===== config.mk =====
export PLATFORM = sky130hd
export DESIGN_NAME = eth_mac_ptp_timestamp
export DESIGN_NICKNAME = d
export VERILOG_FILES = /design/src/eth_ptp_pkg.sv /design/src/eth_mac_ptp_timestamp.sv /design/src/eth_ptp_rx_stamp.sv /design/src/eth_ptp_tx_stamp.sv
export SDC_FILE = /design/constraint.sdc
export NUM_CORES = 2
export LEC_CHECK = 0
export BUFFER_PORTS_ARGS = -buffer_cell sky130_fd_sc_hd__buf_2
export CELL_PAD_IN_SITES_DETAIL_PLACEMENT = 0
export CELL_PAD_IN_SITES_GLOBAL_PLACEMENT = 2
export CORE_MARGIN = 10
export CORE_UTILIZATION = 47
export CTS_CLUSTER_DIAMETER = 120
export DETAILED_ROUTE_END_ITERATION = 7
export PLACE_DENSITY_LB_ADDON = 0.1
export SYNTH_ARGS = -nofsm -noshare
export SYNTH_HDL_FRONTEND = slang
export SYNTH_SLANG_ARGS = --single-unit

===== constraint.sdc =====
create_clock -name pclk -period 7.8 [get_ports pclk]
set_input_delay 0.78 -clock pclk [delete_from_list [all_inputs] [get_ports pclk]]
set_output_delay 0.78 -clock pclk [all_outputs]
set_load 0.005 [all_outputs]

===== src/eth_ptp_pkg.sv =====
// Constants, register map and field layout for the MAC time-stamping block
// Contract
// - Stamp only while stamp_enable is one
// - Return value, sequence and status per frame
// - Status bit 5 mirrors the request
// - Flagged frame loads hold, sets stamp_ready
// - Unflagged frames leave hold and flag alone
// - Latch timer at SFD, show it
// - Hand receive stamp to descriptor write
// - Stamp and timer events share MAC interrupt
// - Masked flags interrupt; W1C; reset clears
package eth_ptp_pkg;
   localparam int          ADDR_W                = 12;
   localparam int          DATA_W                = 32;
   localparam int          SEQ_W                 = 4;
   localparam int          STAT_W                = 6;
   localparam int          STAT_REQ_BIT          = 5;
   localparam int          CTRL_STAMP_EN_BIT     = 4;
   localparam int          FLAG_STAMP_READY_BIT  = 15;
   localparam int          FLAG_TIMER_EVENT_BIT  = 16;
   localparam logic [11:0] OFS_EVENT_FLAGS       = 12'h004;
   localparam logic [11:0] OFS_EVENT_MASK        = 12'h008;
   localparam logic [11:0] OFS_ETH_CONTROL       = 12'h024;
   localparam logic [11:0] OFS_RX_FIFO_BOUND     = 12'h14c;
   localparam logic [11:0] OFS_TIMER_VALUE       = 12'h400;
   localparam logic [11:0] OFS_TIMER_PERIOD      = 12'h404;
   localparam logic [11:0] OFS_TX_STAMP_HOLD     = 12'h408;
   localparam int          N_RW                  = 21;
   localparam logic [11:0] RW_OFS [N_RW] = '{
      12'h010, 12'h014, 12'h040, 12'h044, 12'h064, 12'h084, 12'h0c4,
      12'h0e4, 12'h0e8, 12'h0ec, 12'h118, 12'h11c, 12'h120, 12'h124,
      12'h144, 12'h150, 12'h180, 12'h184, 12'h188, 12'h300, 12'h308};
   localparam logic [31:0] RW_RESET              = 32'h0000_0000;
   localparam logic [31:0] CONTROL_RESET         = 32'h0000_0000;
   localparam logic [31:0] RX_FIFO_BOUND_VALUE   = 32'h0000_0600;
   localparam int          CLK_PERIOD_NS         = 20;
   localparam logic [31:0] TIMER_INC             = 32'(CLK_PERIOD_NS);
   localparam logic [31:0] TIMER_PERIOD_RESET    = 32'h3b9a_ca00;
endpackage


===== src/eth_mac_ptp_timestamp.sv =====
// MAC register map over APB with time-stamping timer, event flags and interrupt
//
// Chosen here: the APB register port.
`timescale 1ns/1ps
`default_nettype none
module eth_mac_ptp_timestamp
   import eth_ptp_pkg::*;
(
   input  wire logic                           pclk,
   input  wire logic                           presetn,
   input  wire logic                           psel,
   input  wire logic                           penable,
   input  wire logic                           pwrite,
   input  wire logic [eth_ptp_pkg::ADDR_W-1:0] paddr,
   input  wire logic [eth_ptp_pkg::DATA_W-1:0] pwdata,
   output logic      [eth_ptp_pkg::DATA_W-1:0] prdata,
   output logic                                pready,
   output logic                                pslverr,
   input  wire logic                           tx_frame_done,
   input  wire logic                           tx_stamp_request,
   input  wire logic [eth_ptp_pkg::STAT_W-2:0] tx_frame_status,
   output logic      [eth_ptp_pkg::DATA_W-1:0] tx_stamp_value,
   output logic      [eth_ptp_pkg::SEQ_W-1:0]  tx_stamp_sequence,
   output logic      [eth_ptp_pkg::STAT_W-1:0] tx_stamp_status,
   output logic                                tx_stamp_valid,
   input  wire logic                           rx_sfd_detect,
   input  wire logic                           rx_frame_end,
   output logic      [eth_ptp_pkg::DATA_W-1:0] rx_stamp_value,
   output logic                                rx_desc_stamp_write,
   input  wire logic [eth_ptp_pkg::DATA_W-1:0] mac_event_set,
   output logic                                irq
);
   typedef enum logic [1:0] {
      ST_IDLE = 2'b01,
      ST_ACK  = 2'b10
   } bus_state_e;

   bus_state_e        state_reg;
   bus_state_e        state_next;
   logic [DATA_W-1:0] prdata_next;
   logic              pready_next;
   logic              pslverr_next;
   logic              wr_fire;
   logic              rd_hit;
   logic [DATA_W-1:0] rd_data;

   logic [DATA_W-1:0] rw_reg  [N_RW];
   logic [DATA_W-1:0] rw_next [N_RW];
   logic [DATA_W-1:0] control_reg;
   logic [DATA_W-1:0] control_next;
   logic [DATA_W-1:0] event_flags_reg;
   logic [DATA_W-1:0] event_flags_next;
   logic [DATA_W-1:0] event_mask_reg;
   logic [DATA_W-1:0] event_mask_next;
   logic [DATA_W-1:0] timer_reg;
   logic [DATA_W-1:0] timer_next;
   logic [DATA_W-1:0] timer_period_reg;
   logic [DATA_W-1:0] timer_period_next;
   logic              timer_wrap_reg;
   logic              timer_wrap_next;
   logic              irq_next;
   logic [DATA_W:0]   timer_sum;
   logic [DATA_W-1:0] flag_set;

   logic              stamp_enable;
   logic [DATA_W-1:0] tx_hold_value;
   logic              tx_hold_set;

   assign stamp_enable = control_reg[CTRL_STAMP_EN_BIT];

   // Write lands only at the edge where the master sees pready high
   assign wr_fire = psel && penable && pready && pwrite;

   // One wait state: read data is muxed in the first access cycle
   always_comb begin
      state_next   = state_reg;
      prdata_next  = prdata;
      pready_next  = 1'b0;
      pslverr_next = 1'b0;
      unique case (state_reg)
         ST_IDLE: begin
            if (psel && penable) begin
               state_next   = ST_ACK;
               pready_next  = 1'b1;
               pslverr_next = !rd_hit;
               prdata_next  = (pwrite || !rd_hit) ? '0 : rd_data;
            end
         end
         ST_ACK: begin
            state_next = ST_IDLE;
         end
         // Two-bit one-hot leaves codes that must fall back to idle
         default: begin
            state_next = ST_IDLE;
         end
      endcase
   end

   always_ff @(posedge pclk or negedge presetn) begin
      if (!presetn) begin
         state_reg <= ST_IDLE;
         prdata    <= '0;
         pready    <= 1'b0;
         pslverr   <= 1'b0;
      end else begin
         state_reg <= state_next;
         prdata    <= prdata_next;
         pready    <= pready_next;
         pslverr   <= pslverr_next;
      end
   end

   // Address decode and read mux; unmapped addresses answer with pslverr
   always_comb begin
      rd_hit  = 1'b1;
      rd_data = '0;
      unique case (paddr)
         OFS_EVENT_FLAGS:   rd_data = event_flags_reg;
         OFS_EVENT_MASK:    rd_data = event_mask_reg;
         OFS_ETH_CONTROL:   rd_data = control_reg;
         OFS_RX_FIFO_BOUND: rd_data = RX_FIFO_BOUND_VALUE;
         OFS_TIMER_VALUE:   rd_data = timer_reg;
         OFS_TIMER_PERIOD:  rd_data = timer_period_reg;
         OFS_TX_STAMP_HOLD: rd_data = tx_hold_value;
         default: begin
            rd_hit = 1'b0;
            for (int i = 0; i < N_RW; i++) begin
               if (paddr == RW_OFS[i]) begin
                  rd_hit  = 1'b1;
                  rd_data = rw_reg[i];
               end
            end
         end
      endcase
   end

   // Plain storage for the MAC words this block does not interpret
   genvar g;
   generate
      for (g = 0; g < N_RW; g++) begin : g_rw
         always_comb begin
            rw_next[g] = rw_reg[g];
            if (wr_fire && paddr == RW_OFS[g]) begin
               rw_next[g] = pwdata;
            end
         end

         always_ff @(posedge pclk or negedge presetn) begin
            if (!presetn) begin
               rw_reg[g] <= RW_RESET;
            end else begin
               rw_reg[g] <= rw_next[g];
            end
         end
      end
   endgenerate

   // Control, mask, period and event flags
   always_comb begin
      control_next      = control_reg;
      event_mask_next   = event_mask_reg;
      timer_period_next = timer_period_reg;
      flag_set          = mac_event_set;
      flag_set[FLAG_STAMP_READY_BIT] = tx_hold_set;
      flag_set[FLAG_TIMER_EVENT_BIT] = timer_wrap_reg;
      event_flags_next  = event_flags_reg;
      if (wr_fire && paddr == OFS_ETH_CONTROL) begin
         control_next = pwdata;
      end
      if (wr_fire && paddr == OFS_EVENT_MASK) begin
         event_mask_next = pwdata;
      end
      if (wr_fire && paddr == OFS_TIMER_PERIOD) begin
         timer_period_next = pwdata;
      end
      if (wr_fire && paddr == OFS_EVENT_FLAGS) begin
         event_flags_next = event_flags_reg & ~pwdata;
      end
      // Set beats a clear landing in the same cycle
      event_flags_next = event_flags_next | flag_set;
      irq_next = |(event_flags_reg & event_mask_reg);
   end

   always_ff @(posedge pclk or negedge presetn) begin
      if (!presetn) begin
         control_reg      <= CONTROL_RESET;
         event_mask_reg   <= '0;
         timer_period_reg <= TIMER_PERIOD_RESET;
         event_flags_reg  <= '0;
         irq              <= 1'b0;
      end else begin
         control_reg      <= control_next;
         event_mask_reg   <= event_mask_next;
         timer_period_reg <= timer_period_next;
         event_flags_reg  <= event_flags_next;
         irq              <= irq_next;
      end
   end

   // Nanosecond timer; wraps at the programmed period and raises an event.
   // A period of zero is treated as free running so the timer never sticks.
   always_comb begin
      timer_sum       = {1'b0, timer_reg} + {1'b0, TIMER_INC};
      timer_next      = timer_reg;
      timer_wrap_next = 1'b0;
      if (stamp_enable) begin
         if (timer_period_reg != '0 && timer_sum >= {1'b0, timer_period_reg}) begin
            timer_next      = DATA_W'(timer_sum - {1'b0, timer_period_reg});
            timer_wrap_next = 1'b1;
         end else begin
            timer_next = timer_sum[DATA_W-1:0];
         end
      end
   end

   always_ff @(posedge pclk or negedge presetn) begin
      if (!presetn) begin
         timer_reg      <= '0;
         timer_wrap_reg <= 1'b0;
      end else begin
         timer_reg      <= timer_next;
         timer_wrap_reg <= timer_wrap_next;
      end
   end

   eth_ptp_tx_stamp u_tx_stamp (
      .pclk           (pclk),
      .presetn        (presetn),
      .stamp_enable   (stamp_enable),
      .timer_value    (timer_reg),
      .frame_done     (tx_frame_done),
      .stamp_request  (tx_stamp_request),
      .frame_status   (tx_frame_status),
      .stamp_value    (tx_stamp_value),
      .stamp_sequence (tx_stamp_sequence),
      .stamp_status   (tx_stamp_status),
      .stamp_valid    (tx_stamp_valid),
      .hold_value     (tx_hold_value),
      .hold_set       (tx_hold_set)
   );

   eth_ptp_rx_stamp u_rx_stamp (
      .pclk         (pclk),
      .presetn      (presetn),
      .stamp_enable (stamp_enable),
      .timer_value  (timer_reg),
      .sfd_detect   (rx_sfd_detect),
      .frame_end    (rx_frame_end),
      .stamp_value  (rx_stamp_value),
      .desc_write   (rx_desc_stamp_write)
   );

   property p_ready_flag;
      @(posedge pclk) disable iff (!presetn)
      tx_hold_set |=> event_flags_reg[FLAG_STAMP_READY_BIT];
   endproperty
   a_ready_flag: assert property (p_ready_flag) else $error("stamp_ready not set");

   property p_timer_flag;
      @(posedge pclk) disable iff (!presetn)
      timer_wrap_reg |=> event_flags_reg[FLAG_TIMER_EVENT_BIT];
   endproperty
   a_timer_flag: assert property (p_timer_flag) else $error("timer_event not set");

   property p_flag_clear;
      @(posedge pclk) disable iff (!presetn)
      wr_fire && paddr == OFS_EVENT_FLAGS && pwdata[FLAG_STAMP_READY_BIT] && !tx_hold_set
      |=> !event_flags_reg[FLAG_STAMP_READY_BIT];
   endproperty
   a_flag_clear: assert property (p_flag_clear) else $error("write one did not clear");

   property p_flag_keep;
      @(posedge pclk) disable iff (!presetn)
      wr_fire && paddr == OFS_EVENT_FLAGS && !pwdata[FLAG_TIMER_EVENT_BIT]
      && event_flags_reg[FLAG_TIMER_EVENT_BIT] |=> event_flags_reg[FLAG_TIMER_EVENT_BIT];
   endproperty
   a_flag_keep: assert property (p_flag_keep) else $error("write zero cleared");

   property p_irq;
      @(posedge pclk) disable iff (!presetn)
      (|(event_flags_reg & event_mask_reg)) |=> irq;
   endproperty
   a_irq: assert property (p_irq) else $error("irq missing");

   property p_irq_quiet;
      @(posedge pclk) disable iff (!presetn)
      !(|(event_flags_reg & event_mask_reg)) |=> !irq;
   endproperty
   a_irq_quiet: assert property (p_irq_quiet) else $error("irq without cause");

   property p_timer_hold;
      @(posedge pclk) disable iff (!presetn)
      !stamp_enable |=> $stable(timer_reg);
   endproperty
   a_timer_hold: assert property (p_timer_hold) else $error("timer ran disabled");
endmodule // eth_mac_ptp_timestamp
`default_nettype wire


===== src/eth_ptp_rx_stamp.sv =====
// Receive timestamp latch at start frame delimiter and descriptor hand-off
`timescale 1ns/1ps
`default_nettype none
module eth_ptp_rx_stamp
   import eth_ptp_pkg::*;
(
   input  wire logic                           pclk,
   input  wire logic                           presetn,
   input  wire logic                           stamp_enable,
   input  wire logic [eth_ptp_pkg::DATA_W-1:0] timer_value,
   input  wire logic                           sfd_detect,
   input  wire logic                           frame_end,
   output logic      [eth_ptp_pkg::DATA_W-1:0] stamp_value,
   output logic                                desc_write
);
   logic [DATA_W-1:0] value_next;
   logic              armed_reg;
   logic              armed_next;
   logic              write_next;

   always_comb begin
      value_next = stamp_value;
      armed_next = armed_reg;
      write_next = 1'b0;
      if (stamp_enable && sfd_detect) begin
         value_next = timer_value;
         armed_next = 1'b1;
      end else if (frame_end) begin
         write_next = armed_reg && stamp_enable;
         armed_next = 1'b0;
      end
   end

   always_ff @(posedge pclk or negedge presetn) begin
      if (!presetn) begin
         stamp_value <= '0;
         armed_reg   <= 1'b0;
         desc_write  <= 1'b0;
      end else begin
         stamp_value <= value_next;
         armed_reg   <= armed_next;
         desc_write  <= write_next;
      end
   end

   property p_rx_latch;
      @(posedge pclk) disable iff (!presetn)
      sfd_detect && stamp_enable |=> stamp_value == $past(timer_value);
   endproperty
   a_rx_latch: assert property (p_rx_latch) else $error("rx stamp not latched");

   property p_rx_desc;
      @(posedge pclk) disable iff (!presetn)
      sfd_detect && stamp_enable ##1 (!sfd_detect && !frame_end)[*1] ##1
      (frame_end && !sfd_detect && stamp_enable) |=> desc_write;
   endproperty
   a_rx_desc: assert property (p_rx_desc) else $error("descriptor write missed");
endmodule // eth_ptp_rx_stamp
`default_nettype wire


===== src/eth_ptp_tx_stamp.sv =====
// Transmit timestamp return, sequence numbering and holding register
`timescale 1ns/1ps
`default_nettype none
module eth_ptp_tx_stamp
   import eth_ptp_pkg::*;
(
   input  wire logic                           pclk,
   input  wire logic                           presetn,
   input  wire logic                           stamp_enable,
   input  wire logic [eth_ptp_pkg::DATA_W-1:0] timer_value,
   input  wire logic                           frame_done,
   input  wire logic                           stamp_request,
   input  wire logic [eth_ptp_pkg::STAT_W-2:0] frame_status,
   output logic      [eth_ptp_pkg::DATA_W-1:0] stamp_value,
   output logic      [eth_ptp_pkg::SEQ_W-1:0]  stamp_sequence,
   output logic      [eth_ptp_pkg::STAT_W-1:0] stamp_status,
   output logic                                stamp_valid,
   output logic      [eth_ptp_pkg::DATA_W-1:0] hold_value,
   output logic                                hold_set
);
   logic [DATA_W-1:0] value_next;
   logic [SEQ_W-1:0]  seq_next;
   logic [STAT_W-1:0] status_next;
   logic              valid_next;
   logic [DATA_W-1:0] hold_next;
   logic              set_next;
   logic              take;

   always_comb begin
      take        = frame_done && stamp_enable;
      value_next  = stamp_value;
      seq_next    = stamp_sequence;
      status_next = stamp_status;
      valid_next  = take;
      hold_next   = hold_value;
      set_next    = 1'b0;
      if (take) begin
         value_next  = timer_value;
         seq_next    = SEQ_W'(stamp_sequence + 1'b1);
         status_next = {stamp_request, frame_status};
         if (stamp_request) begin
            hold_next = timer_value;
            set_next  = 1'b1;
         end
      end
   end

   always_ff @(posedge pclk or negedge presetn) begin
      if (!presetn) begin
         stamp_value    <= '0;
         stamp_sequence <= '0;
         stamp_status   <= '0;
         stamp_valid    <= 1'b0;
         hold_value     <= '0;
         hold_set       <= 1'b0;
      end else begin
         stamp_value    <= value_next;
         stamp_sequence <= seq_next;
         stamp_status   <= status_next;
         stamp_valid    <= valid_next;
         hold_value     <= hold_next;
         hold_set       <= set_next;
      end
   end

   property p_tx_disabled;
      @(posedge pclk) disable iff (!presetn)
      frame_done && !stamp_enable |=> !stamp_valid && !hold_set && $stable(hold_value);
   endproperty
   a_tx_disabled: assert property (p_tx_disabled) else $error("stamp while disabled");

   property p_tx_return;
      @(posedge pclk) disable iff (!presetn)
      frame_done && stamp_enable |=> stamp_valid && stamp_value == $past(timer_value);
   endproperty
   a_tx_return: assert property (p_tx_return) else $error("tx stamp not returned");

   property p_tx_status;
      @(posedge pclk) disable iff (!presetn)
      frame_done && stamp_enable |=> stamp_status[STAT_REQ_BIT] == $past(stamp_request);
   endproperty
   a_tx_status: assert property (p_tx_status) else $error("status bit wrong");

   property p_tx_hold;
      @(posedge pclk) disable iff (!presetn)
      frame_done && stamp_enable && stamp_request |=> hold_set && hold_value == $past(timer_value);
   endproperty
   a_tx_hold: assert property (p_tx_hold) else $error("hold not loaded");

   property p_tx_nohold;
      @(posedge pclk) disable iff (!presetn)
      frame_done && !stamp_request |=> !hold_set && $stable(hold_value);
   endproperty
   a_tx_nohold: assert property (p_tx_nohold) else $error("hold disturbed");

   property p_tx_seq;
      @(posedge pclk) disable iff (!presetn)
      frame_done && stamp_enable |=> stamp_sequence == SEQ_W'($past(stamp_sequence) + 1'b1);
   endproperty
   a_tx_seq: assert property (p_tx_seq) else $error("sequence not advanced");
endmodule // eth_ptp_tx_stamp
`default_nettype wire


* After elaboration in Yosys (flattened, before gate mapping)
Cells that the tools add are included.
Widths: inputs -> output; s select.
** Cells by class
- Add/subtract/negate cells :: 3
- Magnitude comparators :: 1
- Eq/ne operators :: 30
- Mux-type cells :: 61
- Bitwise logic cells :: 4
- Reductions and logical operators :: 40
** Operator list (count)
- $mux 32 :: 24
- $pmux 32 s7 :: 1
- $eq 12x9->1 const B :: 10
- $and 32x32->32 :: 2
- $eq 12x8->1 const B :: 5
- $eq 12x11->1 const B :: 3
- $eq 12x7->1 const B :: 3
- $mux 1 :: 34
- $add 32x5->33 const B :: 1
- $ge 33x32->1 :: 1
- $logic_and 1x1->1 :: 32
- $not 32->32 :: 1
- $or 32x32->32 :: 1
- $reduce_bool 32->1 :: 1
- $reduce_or 32->1 :: 1
- $sub 32x32->32 :: 1
- $eq 12x10->1 const B :: 2
- $eq 12x5->1 const B :: 2
- $eq 12x3->1 const B :: 1
- $eq 12x4->1 const B :: 1
- $eq 12x6->1 const B :: 1
- $reduce_or 7->1 :: 1
- $add 4x1->4 const B :: 1
- $mux 2 :: 2
- other kinds (6) :: 7
** Storage, ports and cells
- Register bits after elaboration :: 980
- Input port bits :: 90
- Output and inout bits :: 111
- Word-level logic and storage cells :: 180

* Longest topological paths before layout
- Depth in word-level cells :: 26
- Mapped depth :: 20
- Depth with buffers taken out :: 17

* By module
From an unflattened synthesis, not the netlist that was laid out.
** Unflattened totals
- Cells, all modules :: 3839
- Area total of the unflattened synthesis :: 46553.4 µm²
** Modules (own cells, without submodules)
- eth_mac_ptp_timestamp :: times used 1, cells an instance 3601, area an instance 42240.5 µm², sequential area each 21788.4 µm²
- eth_ptp_tx_stamp :: times used 1, cells an instance 165, area an instance 2932.8 µm², sequential area each 1901.8 µm²
- eth_ptp_rx_stamp :: times used 1, cells an instance 73, area an instance 1380.1 µm², sequential area each 850.8 µm²

* Worst setup path after synthesis
Ideal clock, no wire load.
- Kind :: flip-flop to flip-flop
- Start point :: register timer_reg[3]
- End point :: register timer_reg[28]
- Data arrival time :: 3792 ps
- Required time :: 7666 ps
- Setup slack :: 3875 ps
- Stages on the path, launching flop included :: 17
- Clock period less this slack :: 3925 ps
- Path through :: dfrtp_1 > ha_1 > o2111ai_1 > nor3_2 > and2_0 > nand3_1 > xnor2_1 > ha_1 > a21oi_1 > o21bai_1 > a21oi_1 > a21boi_0 > o22ai_1 > or2_2 > o41ai_1 > xor2_1 > o211ai_1
** Between the ends
- Cells in the longest elaborated chain, start to end :: 4
** RTL lines
- start: declaration :: line eth_mac_ptp_timestamp.sv:55 : logic [DATA_W-1:0] timer_reg;
- start signal: assignment :: line eth_mac_ptp_timestamp.sv:221 : timer_reg <= timer_next;
- $add 32x5->33 (*) :: line eth_mac_ptp_timestamp.sv:203 : timer_sum = {1'b0, timer_reg} + {1'b0, TIMER_INC};
- $ge 33x32->1 :: line eth_mac_ptp_timestamp.sv:207 : if (timer_period_reg != '0 && timer_sum >= {1'b0, timer_period_reg}) begin
- $logic_and 1x1->1 :: line eth_mac_ptp_timestamp.sv:207
- $mux 32 (*) :: line eth_mac_ptp_timestamp.sv:207
Every way passes the cells marked *; elsewhere a longest branch is shown, timed or not.
A chain may end at the register's enable or synchronous reset.

* Worst setup path after layout
- Start point :: register timer_reg[8]
- End point :: register timer_reg[3]
** Between the ends
- Cells in the longest elaborated chain, start to end :: 4
** RTL lines (line)
- $add 32x5->33 :: eth_mac_ptp_timestamp.sv:203
- $ge 33x32->1 :: eth_mac_ptp_timestamp.sv:207
- $logic_and 1x1->1 :: eth_mac_ptp_timestamp.sv:207
- $mux 32 :: eth_mac_ptp_timestamp.sv:207
Every way passes these cells.

==> results.toml <==
[clock_tree]
post-cts-setup-buffer-count = 0
clock_latency_ns = 0.68
post_cts_resized = 0
clk_pin_slew_worst_paths_ns = 0.06
cts_max_level = 3
clock-sinks = 980
cts_buffers = 106
cts_tree = "built"
postCtsHoldBufs = 0
cts-root-buf = "clkbuf_16"
clockBufferDepth = 3

[synthesis]
async_flop_share = 1.000
synth_mux_area_frac = 0.2249
synth_cells = 3657
synth_edf_count = 0
synth_top_family_by_area = "multiplexers"
synth_xor_area_frac = 0.01111
synth-compound-area-share = 0.1161
synth_top_area_cell = "dfrtp_1"
yosysTopAreaCellShare = 0.5288
yosysWarnings = 0
yosysUniqueCellTypes = 96
synth.avg_cell_area_um2 = 12.50
yosysSeqAreaShare = 0.5369
synth_area_um2 = 45710
synth-simple-area-share = 0.06588
synth_nets = 3782
ys_ff_latch = 980
synthAdderAreaFrac = 0.009744
yosys-top-cells-area = "dfrtp_1 53%, mux2_2 21%, nand2_1 1.7%, a222oi_1 1.6%, a22oi_1 1.5%"
ys.flop_type = "dfrtp_1"

[flow_run]
maxCapViolCount = 0

[timing]
grt_setup_unrepaired = "no"
period_minus_slack_ns = 5.599
fin_skew_ns = 0.01616
worstMarginPinSlew_ns = 1.269
slew_violations = 0
finalSetupViolCount = 0
finalSetupTns_ns = 0
period_share = 0.7179
fmax_mhz = 178.6
hold_ws_ns = 0.1616
relSlewSlack = 0.1472
finalHoldViolCount = 0

[die]
die-area_um2 = 110100
core_um2 = 96570
ios = 201
die_w_um = 331.9
start_util = 0.4734
num_rows = 114
die_h_um = 331.9

[cells_and_area]
multi_input_area_um2 = 19720
largest_reg_flops = 672
nFillCells = 8200
register_area_um2 = 24540
layout-drive-gt1-share = 0.3593
fin_nets = 3859
fin_util = 0.5327
final_area_um2 = 51440
area_growth_pct = 12.53

[worst_setup_path]
cp.required_ns = 8.32
critPathMaxFanout = 14
critPathKind = "flop to flop"
end_kind = "flop"
ff2ff_path_depth = 17
crit_path_start_kind = "flop"
critical_path_arrival_ns = 6.12

[global_routing]
grt_max_degree = 181
grtUsageTotal = 0.2604
first_global_vias = 33180
grt_pass1_wl_um = 220400
grt_overflow = 0
antenna_found_initial = 4

[drt]
m1WireLength_um = 62700
postRouteAntennaNets = 0
wire_per_inst_um = 29.10
wl_met3_um = 8281
wl_um = 148300
first_iter_violations = 2842
first_pass_iters = 8
dr_wl_met2_um = 72540
vias_per_cell = 6.286
via_count = 32030
top_signal_layer_used = "met5"
drc = 0

[pwr]
power_w = 0.01075
p_int_w = 0.008390
vdd_drop_max_v = 0.0001469
pwr-share-comb = 0.029
powerDensity_nw_per_um2 = 209.1
power_switching_share = 0.2198
pwr-share-clk = 0.498
p_leak_nw = 25.36
p_sw_w = 0.002364
pwr-share-seq = 0.473

[outcome]
status = "completed"

[placed_design]
hpwl_um = 98900
gp_congestion = 0.9678
port_buffers = 198
placed_area_um2 = 47710

[worst_hold_path]
hold_class = "primary input to async pin"
==> layer usage <==
metal | up-vias | global-route usage
met1 | 16990 | 0.3358
met4 | 2 | 0.08705
met2 | 991 | 0.4397
met3 | 252 | 0.04532
li1 | 13800 | -
met5 | - | 0
==> cells in the final DEF (no fill, tap or decap), types with 65 or more instances in the layout <==
cell type  netlist  final
dfrtp_1        966    965
mux2_2         846    846
nand2_1        206    202
buf_2          108    196
o21ai_0        129    129
clkbuf_16        0    107
a21oi_1         95     95
nor2_1          98     94
a22oi_1         92     92
buf_4            7     75
a222oi_1        74     74
a221oi_1        71     71
nand3_1         68     65
==> final cells by class <==
type	instances	share of cell area
clock buffers	157	0.06212
diodes	1	0.00004865
inverters	57	0.004159
flip-flops and latches	980	0.4771
multi-input cells	2313	0.3833
clock inverters	36	0.01036
repair buffers	276	0.03186
well taps	1276	0.03104
==> cell usage after synthesis (all sizes together), types with 26 or more instances <==
cell type and count:
a31oi 27, mux2 880, nor2 103, a22o 45
nand2 207, nand3 68, ha 34, a22oi 92
nor3 48, o21ai 142, a221oi 71, nand4 26
a222oi 74, xnor2 43, a21o 47, clkbuf 136
a21oi 95, nor4 26, inv 57, dfrtp 966
buf 171, mux2i 37
==> logic make-up after synthesis <==
family / Yosys count
flip-flops: 980
adder cells (fa/ha/maj): 35
multiplexers: 917
AO/OA/AOI/OAI: 732
XOR/XNOR: 58
buffers and inverters: 364
AND/OR/NAND/NOR: 571
==> power groups by stage <==
stage	Clock, W	Combinational (W)	Sequential [W]
2_1_floorplan	0	0.000103	0.00518
3_3_place_gp	0	0.000302	0.00518
3_5_place_dp	0	0.000313	0.00518
4_1_cts	0.00546	0.000314	0.00509
5_1_grt	0.00565	0.000342	0.00509
6_report	0.00535	0.000310	0.00509
==> critical path: stages, from the launching register on <==
cell,delay [ns]
dfrtp_1,0.74
nand3_1,0.14
nor3_1,0.57
nor3b_2,0.65
nand2_1,0.23
nor2_1,0.17
xor2_1,0.21
ha_1,0.30
inv_1,0.13
o21bai_1,0.13
a21oi_1,0.38
o21ai_0,0.17
nor2_1,0.43
o41a_1,0.51
buf_4,0.34
a211oi_1,0.09
a21oi_1,0.14
a21oi_1,0.09
==> metrics by stage <==
stage                     cells  setup slack (ns)
after floorplan            3657             3.875
after global placement     4902             2.328
after detailed placement   4902             2.290
after CTS                  5095             2.270
after global routing       5096             1.806
final                      5096             2.201
==> worst paths after layout <==
check	to	from	slack, ns
max	timer_reg[3]$_DFFE_PN0P_	timer_reg[8]$_DFFE_PN0P_	2.20
min	rw_reg[586]$_DFFE_PN0P_	presetn	0.16
max reg2reg	timer_reg[3]$_DFFE_PN0P_	timer_reg[8]$_DFFE_PN0P_	2.20
min reg2reg	event_flags_reg[16]$_DFF_PN0_	timer_wrap_reg$_DFF_PN0_	0.43
max in group asynchronous	control_reg[24]$_DFFE_PN0P_	presetn	5.48
min in group pclk	event_flags_reg[27]$_DFF_PN0_	mac_event_set[27]	0.28
Power figures use the tool's default switching activity.
